File: src/design/dmac_pkg.sv
// Purpose: shared constants, types and helpers of the dma channel
// Assumes: one clock, synchronous active-high reset
// Notes: width codes 0 byte, 1 halfword, 2 word; code 3 behaves as byte
package dmac_pkg;

  localparam int ADDR_W = 32;
  localparam int DATA_W = 32;
  localparam int COUNT_W = 16;
  localparam int CTRL_W = 14;
  localparam int NUM_CHANNELS = 8;

  // control word field positions
  localparam int CTRL_ENABLE = 0;
  localparam int CTRL_ALL_DONE_IE = 1;
  localparam int CTRL_HALF_DONE_IE = 2;
  localparam int CTRL_DIR_FROM_MEM = 3;
  localparam int CTRL_WRAPAROUND = 4;
  localparam int CTRL_PERIPH_INC = 5;
  localparam int CTRL_MEM_INC = 6;
  localparam int CTRL_PERIPH_WIDTH_LO = 7;
  localparam int CTRL_MEM_WIDTH_LO = 9;
  localparam int CTRL_PRIORITY_LO = 11;
  localparam int CTRL_MEM_COPY = 13;

  localparam logic [CTRL_W-1:0] CTRL_RESET = 14'h0000;
  localparam logic [ADDR_W-1:0] ADDR_RESET = 32'h0000_0000;
  localparam logic [COUNT_W-1:0] COUNT_RESET = 16'h0000;
  localparam logic [COUNT_W-1:0] COUNT_ONE = 16'h0001;

  localparam logic [1:0] WIDTH_BYTE = 2'h0;
  localparam logic [1:0] WIDTH_HALF = 2'h1;
  localparam logic [1:0] WIDTH_WORD = 2'h2;

  typedef enum logic [1:0] {
    ST_IDLE = 2'h0,
    ST_READ = 2'h1,
    ST_WRITE = 2'h2,
    ST_RELEASE = 2'h3
  } dmac_state_t;

  // address step for one item of the given width
  function automatic logic [ADDR_W-1:0] width_bytes(input logic [1:0] w);
    unique case (w)
      WIDTH_HALF: width_bytes = 32'h0000_0002;
      WIDTH_WORD: width_bytes = 32'h0000_0004;
      default: width_bytes = 32'h0000_0001;
    endcase
  endfunction

  // keep only the least significant bytes of the given width, zero above
  function automatic logic [DATA_W-1:0] fit_width(input logic [DATA_W-1:0] d,
                                                  input logic [1:0] w);
    unique case (w)
      WIDTH_HALF: fit_width = {16'h0000, d[15:0]};
      WIDTH_WORD: fit_width = d;
      default: fit_width = {24'h00_0000, d[7:0]};
    endcase
  endfunction

endpackage

File: src/design/dmac_ptr_if.sv
// Purpose: carrier between the channel and one current-address stepper
// Assumes: driven in the channel clock domain
// Notes: owner supplies base and controls, stepper returns the current address
`timescale 1ns/1ns
interface dmac_ptr_if;
  logic [dmac_pkg::ADDR_W-1:0] base;
  logic [dmac_pkg::ADDR_W-1:0] cur;
  logic [1:0] width;
  logic inc_en;
  logic load;
  logic step;

  modport owner (output base, output width, output inc_en, output load, output step,
                 input cur);
  modport stepper (input base, input width, input inc_en, input load, input step,
                   output cur);
endinterface

File: src/design/dmac_addr_step.sv
// Purpose: hidden current-address register of one side of the channel
// Assumes: load and step are one-cycle pulses from the owner
// Notes: load wins over step, so a wraparound reload is never advanced
`timescale 1ns/1ns
module dmac_addr_step (
  input wire logic clock, // system clock
  input wire logic rst, // synchronous reset
  dmac_ptr_if.stepper ptr // base, controls and current address
);

  logic [dmac_pkg::ADDR_W-1:0] cur_reg;

  always_ff @(posedge clock) begin
    if (rst) begin
      cur_reg <= dmac_pkg::ADDR_RESET;
    end else if (ptr.load) begin
      cur_reg <= ptr.base;
    end else if (ptr.step && ptr.inc_en) begin
      cur_reg <= cur_reg + dmac_pkg::width_bytes(ptr.width);
    end
  end

  assign ptr.cur = cur_reg;

endmodule

File: src/design/dmac_arbiter.sv
// Purpose: fixed two-stage arbiter among the channels of the controller
// Assumes: level 3 is the highest software priority
// Notes: purely combinational; the winner's request drops once it starts, its sequencer then holds the transfer
`timescale 1ns/1ns
module dmac_arbiter #(
  parameter int NCH = 8 // number of channels
) (
  input wire logic [NCH-1:0] req, // pending channels
  input wire logic [2*NCH-1:0] level, // two-bit level per channel
  output logic [NCH-1:0] grant // one-hot winner
);

  always_comb begin
    logic [1:0] best;
    logic found;
    best = 2'h0;
    found = 1'b0;
    grant = '0;
    for (int i = 0; i < NCH; i++) begin
      // strictly greater keeps the lowest index among equal levels
      if (req[i] && (!found || level[2*i +: 2] > best)) begin
        best = level[2*i +: 2];
        found = 1'b1;
        grant = '0;
        grant[i] = 1'b1;
      end
    end
  end

endmodule

File: src/design/dmac_channel.sv
// Purpose: one dma channel moving items between a peripheral and memory
// Assumes: simple system bus master port, ready pulses one cycle per beat
// Notes: peers of the controller are seen only through their requests/levels
// Behaviour
// - peripheral and memory item widths are chosen independently in control
// - an enabled increment advances that side by 1, 2 or 4 bytes
// - first transfer uses the bases; bases stay, hidden pointers advance
// - current address registers are invisible to software
// - without wraparound, requests are ignored once the count is zero
// - disabling keeps control and base address registers intact
// - wraparound reloads count and pointers after the last item, keeps serving
// - each completed transaction lowers the remaining count by one, unless it is the last item with wraparound set
// - control holds a two-bit priority level for arbitration
// - control holds direction, wraparound, increments, widths, flag enables
// - once enabled the channel serves its peripheral's requests
// - half-way point sets the half flag, with interrupt if enabled
// - final item sets the all-done flag, with interrupt if enabled
// - memory-copy mode starts on enable without a peripheral request
// - memory-copy mode stops when the count reaches zero
// - byte to byte copies one byte, both sides step by one
// - byte to halfword zero-extends, source steps one, destination two
// - request held until acknowledged; acknowledge drops after request drops
// - equal levels resolve to the lowest channel number
`timescale 1ns/1ns
module dmac_channel #(
  parameter int NCH = dmac_pkg::NUM_CHANNELS, // channels in the controller
  parameter int CH_INDEX = 0 // this channel's hardware number
) (
  input wire logic clock, // 100 MHz system clock
  input wire logic rst, // synchronous reset, active high
  input wire logic control_we, // write strobe for the control word
  input wire logic [dmac_pkg::CTRL_W-1:0] control_wdata, // new control word
  input wire logic periph_base_we, // write strobe for peripheral base
  input wire logic [dmac_pkg::ADDR_W-1:0] periph_base_wdata, // new peripheral base
  input wire logic mem_base_we, // write strobe for memory base
  input wire logic [dmac_pkg::ADDR_W-1:0] mem_base_wdata, // new memory base
  input wire logic count_we, // write strobe for item count
  input wire logic [dmac_pkg::COUNT_W-1:0] count_wdata, // new item count
  input wire logic half_done_clear, // clears half flag
  input wire logic all_done_clear, // clears all-done flag
  input wire logic periph_req, // request from the attached peripheral
  input wire logic [NCH-1:0] peer_pending, // pending lines of all channels
  input wire logic [2*NCH-1:0] peer_levels, // priority levels of all channels
  input wire logic bus_ready, // system bus completes the current beat
  input wire logic [dmac_pkg::DATA_W-1:0] bus_rdata, // read data from system bus
  output logic [dmac_pkg::CTRL_W-1:0] channel_control_reg, // control readback
  output logic [dmac_pkg::ADDR_W-1:0] peripheral_base_addr_reg, // base readback
  output logic [dmac_pkg::ADDR_W-1:0] memory_base_addr_reg, // base readback
  output logic [dmac_pkg::COUNT_W-1:0] remaining_items_reg, // items still to move
  output logic half_done_flag, // half-way event, sticky
  output logic all_done_flag, // completion event, sticky
  output logic irq, // channel interrupt request
  output logic pending, // this channel wants the bus
  output logic periph_ack, // acknowledge to the peripheral
  output logic bus_req, // system bus access in progress
  output logic bus_write, // access is a write
  output logic [dmac_pkg::ADDR_W-1:0] bus_addr, // access address
  output logic [1:0] bus_size, // access width code
  output logic [dmac_pkg::DATA_W-1:0] bus_wdata // write data
);

  dmac_pkg::dmac_state_t state_reg;
  logic [dmac_pkg::COUNT_W-1:0] programmed_reg;
  logic enable_prev_reg;
  logic done_half_reg;
  logic irq_reg;
  logic pending_reg;
  logic ack_reg;
  logic req_reg;
  logic write_reg;
  logic [dmac_pkg::ADDR_W-1:0] addr_reg;
  logic [1:0] size_reg;
  logic [dmac_pkg::DATA_W-1:0] wdata_reg;

  logic en;
  logic from_mem;
  logic wrap;
  logic mem_copy;
  logic [1:0] periph_w;
  logic [1:0] mem_w;
  logic [1:0] src_w;
  logic [1:0] dst_w;
  logic [1:0] level;
  logic [dmac_pkg::ADDR_W-1:0] src_addr;
  logic [dmac_pkg::ADDR_W-1:0] dst_addr;
  logic [dmac_pkg::COUNT_W-1:0] count_next;
  logic [NCH-1:0] all_req;
  logic [2*NCH-1:0] all_levels;
  logic [NCH-1:0] grant;
  logic want;
  logic start;
  logic xfer_done;
  logic last_item;
  logic half_hit;
  logic enable_rise;

  dmac_ptr_if periph_ptr ();
  dmac_ptr_if mem_ptr ();

  // control field decode
  assign en = channel_control_reg[dmac_pkg::CTRL_ENABLE];
  assign from_mem = channel_control_reg[dmac_pkg::CTRL_DIR_FROM_MEM];
  assign wrap = channel_control_reg[dmac_pkg::CTRL_WRAPAROUND];
  assign mem_copy = channel_control_reg[dmac_pkg::CTRL_MEM_COPY];
  assign periph_w = channel_control_reg[dmac_pkg::CTRL_PERIPH_WIDTH_LO +: 2];
  assign mem_w = channel_control_reg[dmac_pkg::CTRL_MEM_WIDTH_LO +: 2];
  assign level = channel_control_reg[dmac_pkg::CTRL_PRIORITY_LO +: 2];

  // source is the peripheral side unless the direction reads memory
  assign src_w = from_mem ? mem_w : periph_w;
  assign dst_w = from_mem ? periph_w : mem_w;
  assign src_addr = from_mem ? mem_ptr.cur : periph_ptr.cur;
  assign dst_addr = from_mem ? periph_ptr.cur : mem_ptr.cur;

  // hidden current pointers, no software path reaches them
  assign periph_ptr.base = peripheral_base_addr_reg;
  assign periph_ptr.width = periph_w;
  assign periph_ptr.inc_en = channel_control_reg[dmac_pkg::CTRL_PERIPH_INC];
  assign mem_ptr.base = memory_base_addr_reg;
  assign mem_ptr.width = mem_w;
  assign mem_ptr.inc_en = channel_control_reg[dmac_pkg::CTRL_MEM_INC];

  assign enable_rise = en && !enable_prev_reg;
  assign xfer_done = (state_reg == dmac_pkg::ST_WRITE) && bus_ready;
  assign last_item = remaining_items_reg == dmac_pkg::COUNT_ONE;
  assign count_next = remaining_items_reg - dmac_pkg::COUNT_ONE;
  assign half_hit = xfer_done && (count_next == (programmed_reg >> 1));

  // load on enable so the first beat uses the bases; reload at wrap end
  assign periph_ptr.load = enable_rise || (xfer_done && last_item && wrap);
  assign mem_ptr.load = enable_rise || (xfer_done && last_item && wrap);
  assign periph_ptr.step = xfer_done;
  assign mem_ptr.step = xfer_done;

  dmac_addr_step periph_step (
    .clock(clock),
    .rst(rst),
    .ptr(periph_ptr)
  );

  dmac_addr_step mem_step (
    .clock(clock),
    .rst(rst),
    .ptr(mem_ptr)
  );

  // a zero count blocks service: without wraparound it never refills
  // on its own, and memory-copy stops there as well
  assign want = en && (remaining_items_reg != dmac_pkg::COUNT_RESET)
                && (mem_copy || (periph_req && !ack_reg))
                && (state_reg == dmac_pkg::ST_IDLE)
                && !enable_rise;

  always_comb begin
    all_req = peer_pending;
    all_levels = peer_levels;
    all_req[CH_INDEX] = want;
    all_levels[2*CH_INDEX +: 2] = level;
  end

  dmac_arbiter #(
    .NCH(NCH)
  ) arbiter (
    .req(all_req),
    .level(all_levels),
    .grant(grant)
  );

  assign start = want && grant[CH_INDEX];

  // control word: writable at any time so software can disable mid-pass
  always_ff @(posedge clock) begin
    if (rst) begin
      channel_control_reg <= dmac_pkg::CTRL_RESET;
    end else if (control_we) begin
      channel_control_reg <= control_wdata;
    end
  end

  always_ff @(posedge clock) begin
    if (rst) begin
      peripheral_base_addr_reg <= dmac_pkg::ADDR_RESET;
    end else if (periph_base_we) begin
      peripheral_base_addr_reg <= periph_base_wdata;
    end
  end

  always_ff @(posedge clock) begin
    if (rst) begin
      memory_base_addr_reg <= dmac_pkg::ADDR_RESET;
    end else if (mem_base_we) begin
      memory_base_addr_reg <= mem_base_wdata;
    end
  end

  always_ff @(posedge clock) begin
    if (rst) begin
      enable_prev_reg <= 1'b0;
    end else begin
      enable_prev_reg <= en;
    end
  end

  // count: new values only while disabled, so a pass never changes length
  always_ff @(posedge clock) begin
    if (rst) begin
      remaining_items_reg <= dmac_pkg::COUNT_RESET;
      programmed_reg <= dmac_pkg::COUNT_RESET;
    end else if (count_we && !en) begin
      remaining_items_reg <= count_wdata;
      programmed_reg <= count_wdata;
    end else if (xfer_done) begin
      if (last_item && wrap) begin
        remaining_items_reg <= programmed_reg;
      end else begin
        remaining_items_reg <= count_next;
      end
    end
  end

  // transaction sequencer: read beat, write beat, then release handshake unless in memory-copy mode
  always_ff @(posedge clock) begin
    if (rst) begin
      state_reg <= dmac_pkg::ST_IDLE;
      req_reg <= 1'b0;
      write_reg <= 1'b0;
      addr_reg <= dmac_pkg::ADDR_RESET;
      size_reg <= dmac_pkg::WIDTH_BYTE;
      wdata_reg <= '0;
    end else begin
      unique case (state_reg)
        dmac_pkg::ST_IDLE: begin
          if (start) begin
            state_reg <= dmac_pkg::ST_READ;
            req_reg <= 1'b1;
            write_reg <= 1'b0;
            addr_reg <= src_addr;
            size_reg <= src_w;
          end
        end
        dmac_pkg::ST_READ: begin
          if (bus_ready) begin
            state_reg <= dmac_pkg::ST_WRITE;
            write_reg <= 1'b1;
            addr_reg <= dst_addr;
            size_reg <= dst_w;
            // source trimmed to its width, then to the destination width
            wdata_reg <= dmac_pkg::fit_width(dmac_pkg::fit_width(bus_rdata, src_w),
                                             dst_w);
          end
        end
        dmac_pkg::ST_WRITE: begin
          if (bus_ready) begin
            req_reg <= 1'b0;
            write_reg <= 1'b0;
            state_reg <= mem_copy ? dmac_pkg::ST_IDLE : dmac_pkg::ST_RELEASE;
          end
        end
        dmac_pkg::ST_RELEASE: begin
          if (!periph_req) begin
            state_reg <= dmac_pkg::ST_IDLE;
          end
        end
      endcase
    end
  end

  // acknowledge rises with the first access, falls after the request drops
  always_ff @(posedge clock) begin
    if (rst) begin
      ack_reg <= 1'b0;
    end else if (start && !mem_copy) begin
      ack_reg <= 1'b1;
    end else if (state_reg == dmac_pkg::ST_RELEASE && !periph_req) begin
      ack_reg <= 1'b0;
    end
  end

  // sticky flags: a new event in the clearing cycle keeps the flag set
  always_ff @(posedge clock) begin
    if (rst) begin
      done_half_reg <= 1'b0;
    end else if (half_hit) begin
      done_half_reg <= 1'b1;
    end else if (half_done_clear) begin
      done_half_reg <= 1'b0;
    end
  end

  always_ff @(posedge clock) begin
    if (rst) begin
      all_done_flag <= 1'b0;
    end else if (xfer_done && last_item) begin
      all_done_flag <= 1'b1;
    end else if (all_done_clear) begin
      all_done_flag <= 1'b0;
    end
  end

  // interrupt follows the flags one cycle later, gated by the enables
  always_ff @(posedge clock) begin
    if (rst) begin
      irq_reg <= 1'b0;
    end else begin
      irq_reg <= (done_half_reg && channel_control_reg[dmac_pkg::CTRL_HALF_DONE_IE])
                 || (all_done_flag && channel_control_reg[dmac_pkg::CTRL_ALL_DONE_IE]);
    end
  end

  // registered copy of the request for peers; lags own arbitration by one
  always_ff @(posedge clock) begin
    if (rst) begin
      pending_reg <= 1'b0;
    end else begin
      pending_reg <= want;
    end
  end

  assign half_done_flag = done_half_reg;
  assign irq = irq_reg;
  assign pending = pending_reg;
  assign periph_ack = ack_reg;
  assign bus_req = req_reg;
  assign bus_write = write_reg;
  assign bus_addr = addr_reg;
  assign bus_size = size_reg;
  assign bus_wdata = wdata_reg;

endmodule

File: config.mk
export PLATFORM = sky130hd
export DESIGN_NAME = dmac_channel
export DESIGN_NICKNAME = d
export VERILOG_FILES = /design/src/design/dmac_pkg.sv /design/src/design/dmac_ptr_if.sv /design/src/design/dmac_addr_step.sv /design/src/design/dmac_arbiter.sv /design/src/design/dmac_channel.sv
export SDC_FILE = /design/constraint.sdc
export NUM_CORES = 1
export LEC_CHECK = 0
export ABC_AREA = 1
export BUFFER_PORTS_ARGS = -buffer_cell sky130_fd_sc_hd__buf_2
export CORE_MARGIN = 8
export CORE_UTILIZATION = 29
export CTS_CLUSTER_DIAMETER = 120
export DETAILED_ROUTE_END_ITERATION = 16
export SLEW_MARGIN = 20
export SYNTH_ARGS = -nofsm -noshare
export SYNTH_HDL_FRONTEND = slang
export SYNTH_HIERARCHICAL = 1
export SYNTH_SLANG_ARGS = --single-unit
File: constraint.sdc
create_clock -name clock -period 21.3 [get_ports clock]
set_input_delay 0 -clock clock [delete_from_list [all_inputs] [get_ports clock]]
set_output_delay 0 -clock clock [all_outputs]
set_load 0.05 [all_outputs]
==> impl_metrics.env, run 1 <==
export IMPL_stdcell_count=3134
export IMPL_fin_skew_ns=0.0214
export IMPL_ant_nets=0
export IMPL_port_buffers=323
export IMPL_cp_max_fo=37
export IMPL_final_cell_mix="nand2_1 (445), nor2_1 (357), buf_2 (323)"
export IMPL_io_pins=327
export IMPL_drt_iter0_drc=926
export IMPL_rsz0062_at_grt="no"
export IMPL_maxCapViolations=0
export IMPL_drc=0
export IMPL_hold_violations=0
export IMPL_max_slew_margin_rel_pct=33.0
export IMPL_initial_core_util_pct=29.4
export IMPL_irDropWorstVdd_mv=0.0571
export IMPL_worstHoldPathCells=4
export IMPL_r2r_end="bus_addr[27]"
export IMPL_cp_end_kind="register"
export IMPL_finalCritPeriodShare_pct=46.2
export IMPL_finalSetupTns_ns=0
export IMPL_wl_per_cell_um=16.6
export IMPL_cp_required_ns=21.76
export IMPL_fmax_mhz=102
export IMPL_leakagePower_nw=8.55
export IMPL_yosys_warnings=6
export IMPL_max_stage_delay_ns=0.53
export IMPL_reg2reg_depth=68
export IMPL_hp_start="periph_base_we"
export IMPL_coreArea_mm2=0.0466
export IMPL_syn_nets=2220
export IMPL_grt_pass1_vias=14800
export IMPL_routed_wl_um=52100
export IMPL_fin_hold_ws_ns=0.0356
export IMPL_final_common_cell="nand2_1"
export IMPL_hold_class="input pin to register"
export IMPL_finalSetupViolCount=0
export IMPL_gr_usage_all_layers_pct=18.1
export IMPL_syn_inst=2028
export IMPL_dieArea_mm2=0.0544
export IMPL_post_cts_repair_setup_buffers=0
export IMPL_fin_crit_ns=9.84
export IMPL_powerDensity_mw_per_mm2=87.5
export IMPL_worst_pin_slew_ns=1.00
export IMPL_pre_cts_slack_ns=11.38
export IMPL_antenna_found_initial=7
export IMPL_slowest_stage="nor3_1"
export IMPL_worst_slack_ns=11.46
export IMPL_startpoint_type="register"
export IMPL_routed_via_density=4.83
export IMPL_syn_to_final_growth_pct=37.3
export IMPL_clkSlewWorstSetupHoldPaths_ns=0.06
export IMPL_synth_area_per_cell_um2=6.74
export IMPL_syn_cell_area_mm2=0.0137
export IMPL_die_w_um=233
export IMPL_num_nets_final=2688
export IMPL_clk_latency_ns=0.58
export IMPL_maxSlewViolCount=0
export IMPL_clockBufferDepth=3
export IMPL_dp_cells=2879
export IMPL_regToRegSetupSlack_ns=11.46
export IMPL_critical_path_most_common_cell="nand2_1"
export IMPL_cts_max_level=1
export IMPL_gp_congestion=0.923
export IMPL_root_buffer="clkbuf_16"
export IMPL_holdPathEnd="peripheral_base_addr_reg[28]"
export IMPL_drt_pass1_iter_count=5
export IMPL_vias=15100
export IMPL_cts_tree="built"
export IMPL_grt_max_degree=123
export IMPL_hpwl_um=37100
export IMPL_num_rows=79
export IMPL_layout_drive_gt1_share_pct=19.7
export IMPL_status="finished, final reports clean"
export IMPL_cts_buffers=30
export IMPL_r2r_start="remaining_items_reg[0]"
export IMPL_grt_overflow=0
export IMPL_die_h_um=233
export IMPL_crit_type="register to register"
export IMPL_postLayoutCoreUtil_pct=40.3
export IMPL_crit_arrival_ns=10.31
export IMPL_grt_pass1_wl_um=79900
export IMPL_cts_sinks=250
## where the power goes
group          internal [W]  switching (W)  total, W
sequential         0.000519      0.0000478  0.000567
combinational      0.000156       0.000356  0.000511
clock              0.000343       0.000221  0.000564
total               0.00102       0.000625   0.00164
## worst max-delay path: cells and delay by family (launching register included)
| kind | cells | cell delay, ns |
|---|---|---|
| adder cells (fa/ha/maj) | 8 | 2.26 |
| AND/OR/NAND/NOR | 41 | 4.55 |
| buffers and inverters | 11 | 1.09 |
| flip-flops | 1 | 0.46 |
| AO/OA/AOI/OAI | 8 | 1.38 |
## routing by layer
layer | global-route usage [%] | wire [µm] | up-vias
li1 | - | - | 7531
met1 | 23.7 | 23100 | 7029
met2 | 30.1 | 24000 | 477
met3 | 3.37 | 3590 | 83
met4 | 5.32 | 1350 | 6
met5 | 0 | 38 | -
## layout make-up
| cell class | count | area [µm²] |
|---|---|---|
| Tap cell | 607 | 759 |
| Inverter | 190 | 721 |
| Timing Repair Buffer | 523 | 3600 |
| Sequential cell | 250 | 5000 |
| Clock buffer | 38 | 852 |
| Antenna cell | 7 | 17.5 |
| Multi-Input combinational cell | 1501 | 7580 |
| Fill cell | 4739 | 27800 |
| Clock inverter | 18 | 233 |
## through the flow
step / area, µm² / power [W]
final: 18800 / 0.00164
after global routing: 18800 / 0.00173
after CTS: 18700 / 0.00166
after detailed placement: 15700 / 0.00106
after global placement: 15700 / 0.00105
after floorplan: 13700 / 0.000928
## worst max-delay path by stage
stage,cells past startpoint,startpoint,slack (ns),end
floorplan,69,remaining_items_reg[0],12.63,bus_addr[10]
global placement,68,remaining_items_reg[0],11.56,bus_addr[18]
detailed placement,68,remaining_items_reg[0],11.38,bus_addr[18]
CTS,68,remaining_items_reg[0],11.37,bus_addr[18]
global route,68,remaining_items_reg[0],10.54,bus_addr[13]
finish,68,remaining_items_reg[0],11.46,bus_addr[27]
## timing repair
action | CTS | global route
hold buffers | 192 | 0
endpoints found under the hold margin | 161 | 0
gates resized for setup | 0 | 0
(Power assumes the default switching activity.)
==> run 2: changes to the inputs <==
==> constraint.sdc (replaced) <==
create_clock -name clock -period 8 [get_ports clock]
set_input_delay 0 -clock clock [delete_from_list [all_inputs] [get_ports clock]]
set_output_delay 0 -clock clock [all_outputs]
set_load 0.05 [all_outputs]
==> impl_metrics.env, run 2 (synthesized netlist as in run 1, its figures left out) <==
export IMPL_finalSetupViolCount=0
export IMPL_maxCapViolations=0
export IMPL_hold_class="input pin to register"
export IMPL_cp_max_fo=7
export IMPL_max_slew_margin_rel_pct=21.5
export IMPL_rsz0062_at_grt="yes"
export IMPL_root_buffer="clkbuf_16"
export IMPL_worst_slack_ns=0.0523
export IMPL_drc=0
export IMPL_worst_pin_slew_ns=1.18
export IMPL_port_buffers=323
export IMPL_grt_pass1_vias=14800
export IMPL_placed_area_mm2=0.0162
export IMPL_r2r_start="remaining_items_reg[9]"
export IMPL_syn_to_final_growth_pct=42.3
export IMPL_status="finished, final reports clean"
export IMPL_gr_usage_all_layers_pct=18.7
export IMPL_io_pins=327
export IMPL_final_common_cell="nand2_1"
export IMPL_hp_start="mem_base_we"
export IMPL_layout_drive_gt1_share_pct=24.9
export IMPL_finalSetupTns_ns=0
export IMPL_cts_max_level=2
export IMPL_clk_latency_ns=0.54
export IMPL_cts_sinks=250
export IMPL_gp_congestion=0.914
export IMPL_grt_pass1_wl_um=81100
export IMPL_pre_cts_slack_ns=-0.257
export IMPL_num_nets_final=2727
export IMPL_reg2reg_depth=70
export IMPL_cts_buffers=34
export IMPL_r2r_end="bus_addr[26]"
export IMPL_initial_core_util_pct=29.4
export IMPL_final_cell_mix="nand2_1 (423), nor2_1 (354), buf_2 (323)"
export IMPL_multiInputGateArea_mm2=0.00789
export IMPL_fin_crit_ns=7.95
export IMPL_grt_overflow=0
export IMPL_cp_required_ns=8.47
export IMPL_hpwl_um=38800
export IMPL_worstHoldPathCells=3
export IMPL_leakagePower_nw=8.83
export IMPL_vias=15300
export IMPL_regToRegSetupSlack_ns=0.05
export IMPL_die_w_um=233
export IMPL_dieArea_mm2=0.0544
export IMPL_startpoint_type="register"
export IMPL_irDropWorstVdd_mv=0.179
export IMPL_fin_skew_ns=0.0161
export IMPL_regArea_mm2=0.00502
export IMPL_cts_tree="built"
export IMPL_power_total_w=0.00466
export IMPL_die_h_um=233
export IMPL_stdcell_area_mm2=0.0195
export IMPL_fillerInstances=4725
export IMPL_antenna_found_initial=4
export IMPL_powerDensity_mw_per_mm2=239
export IMPL_grt_max_degree=111
export IMPL_clockBufferDepth=3
export IMPL_critical_path_most_common_cell="nand2_2"
export IMPL_crit_arrival_ns=8.42
export IMPL_postLayoutCoreUtil_pct=41.8
export IMPL_clkSlewWorstSetupHoldPaths_ns=0.06
export IMPL_finalCritPeriodShare_pct=99.3
export IMPL_crit_type="register to register"
export IMPL_fmax_mhz=126
export IMPL_num_rows=79
export IMPL_routed_via_density=4.82
export IMPL_maxSlewViolCount=0
export IMPL_cp_end_kind="register"
export IMPL_max_stage_delay_ns=0.32
export IMPL_coreArea_mm2=0.0466
export IMPL_wl_per_cell_um=17.1
export IMPL_hold_violations=0
export IMPL_holdPathEnd="memory_base_addr_reg[17]"
export IMPL_routed_wl_um=54100
export IMPL_drt_pass1_iter_count=5
export IMPL_slowest_stage="dfxtp_2"
export IMPL_drt_iter0_drc=994
export IMPL_ant_nets=0
[run 2: changes by cell type in the layout (fill, tap and decap cells not counted), moves of 7 or more]
cell           change
buf_4             +60
dfxtp_1            -9
dfxtp_2            +7
dlygate4sd3_1     -32
ha_1               -9
ha_4               +8
inv_1              -9
inv_2              +7
nand2_1           -22
nand2_2           +17
o21ai_0           -24
o21ai_1           +11
o21ai_2           +12
[run 2: per-layer routing]
metal	vias to the layer above	track usage, %	part of all wire, %
met4	2	6.04	3.0
li1	7604	-	-
met2	476	30.4	46
met3	91	5.13	7.5
met5	-	0	0.022
met1	7086	23.6	43
[run 2: power breakdown]
part,internal [W],leakage (nW),switching (W)
registers,0.00138,2.05,0.000115
logic,0.000509,6.19,0.00102
clock network,0.00104,0.585,0.000591
[run 2: cell type report]
type	count	share of cell area [%]
Timing Repair Buffer	558	19.8
Tap cell	607	3.90
Antenna cell	2	0.0257
Multi-Input combinational cell	1501	40.5
Clock buffer	47	4.99
Inverter	190	3.77
Sequential cell	250	25.8
Clock inverter	13	1.16
[run 2: repair_timing]
| item | in CTS | in global routing |
|---|---|---|
| setup endpoints to repair | 37 | 39 |
| endpoints found under the hold margin | 149 | 0 |
| resized for setup | 10 | 96 |
| pin swaps | 2 | 45 |
| cloned | 1 | 2 |
| hold buffers | 160 | 0 |
| buffers inserted | 0 | 10 |
[run 2: per-stage QoR]
step / instances / hold slack, ns
3_5_place_dp: 2933 / 0.227
6_report: 3168 / 0.0463
4_1_cts: 3154 / 0.00114
2_1_floorplan: 2028 / 0.135
5_1_grt: 3167 / 0.0522
3_3_place_gp: 2933 / 0.222
[run 2: how the worst max path moves through the flow]
stage,cells after the start,endpoint,start,slack [ns]
5_1_grt,70,bus_addr[31],remaining_items_reg[9],-0.41
4_1_cts,67,bus_size[1],remaining_items_reg[0],0.01
6_report,70,bus_addr[26],remaining_items_reg[9],0.05
3_3_place_gp,68,bus_addr[24],remaining_items_reg[0],0.07
2_1_floorplan,69,bus_addr[1],remaining_items_reg[0],0.02
3_5_place_dp,68,bus_addr[13],remaining_items_reg[0],-0.26
[run 2: worst max-delay path, delay by kind of cell (launching register included)]
| family | cells | cell delay (ns) |
|---|---|---|
| adder cells (fa/ha/maj) | 7 | 1.73 |
| buffers and inverters | 13 | 0.87 |
| flip-flops | 1 | 0.32 |
| AND/OR/NAND/NOR | 41 | 4.07 |
| AO/OA/AOI/OAI | 9 | 0.88 |
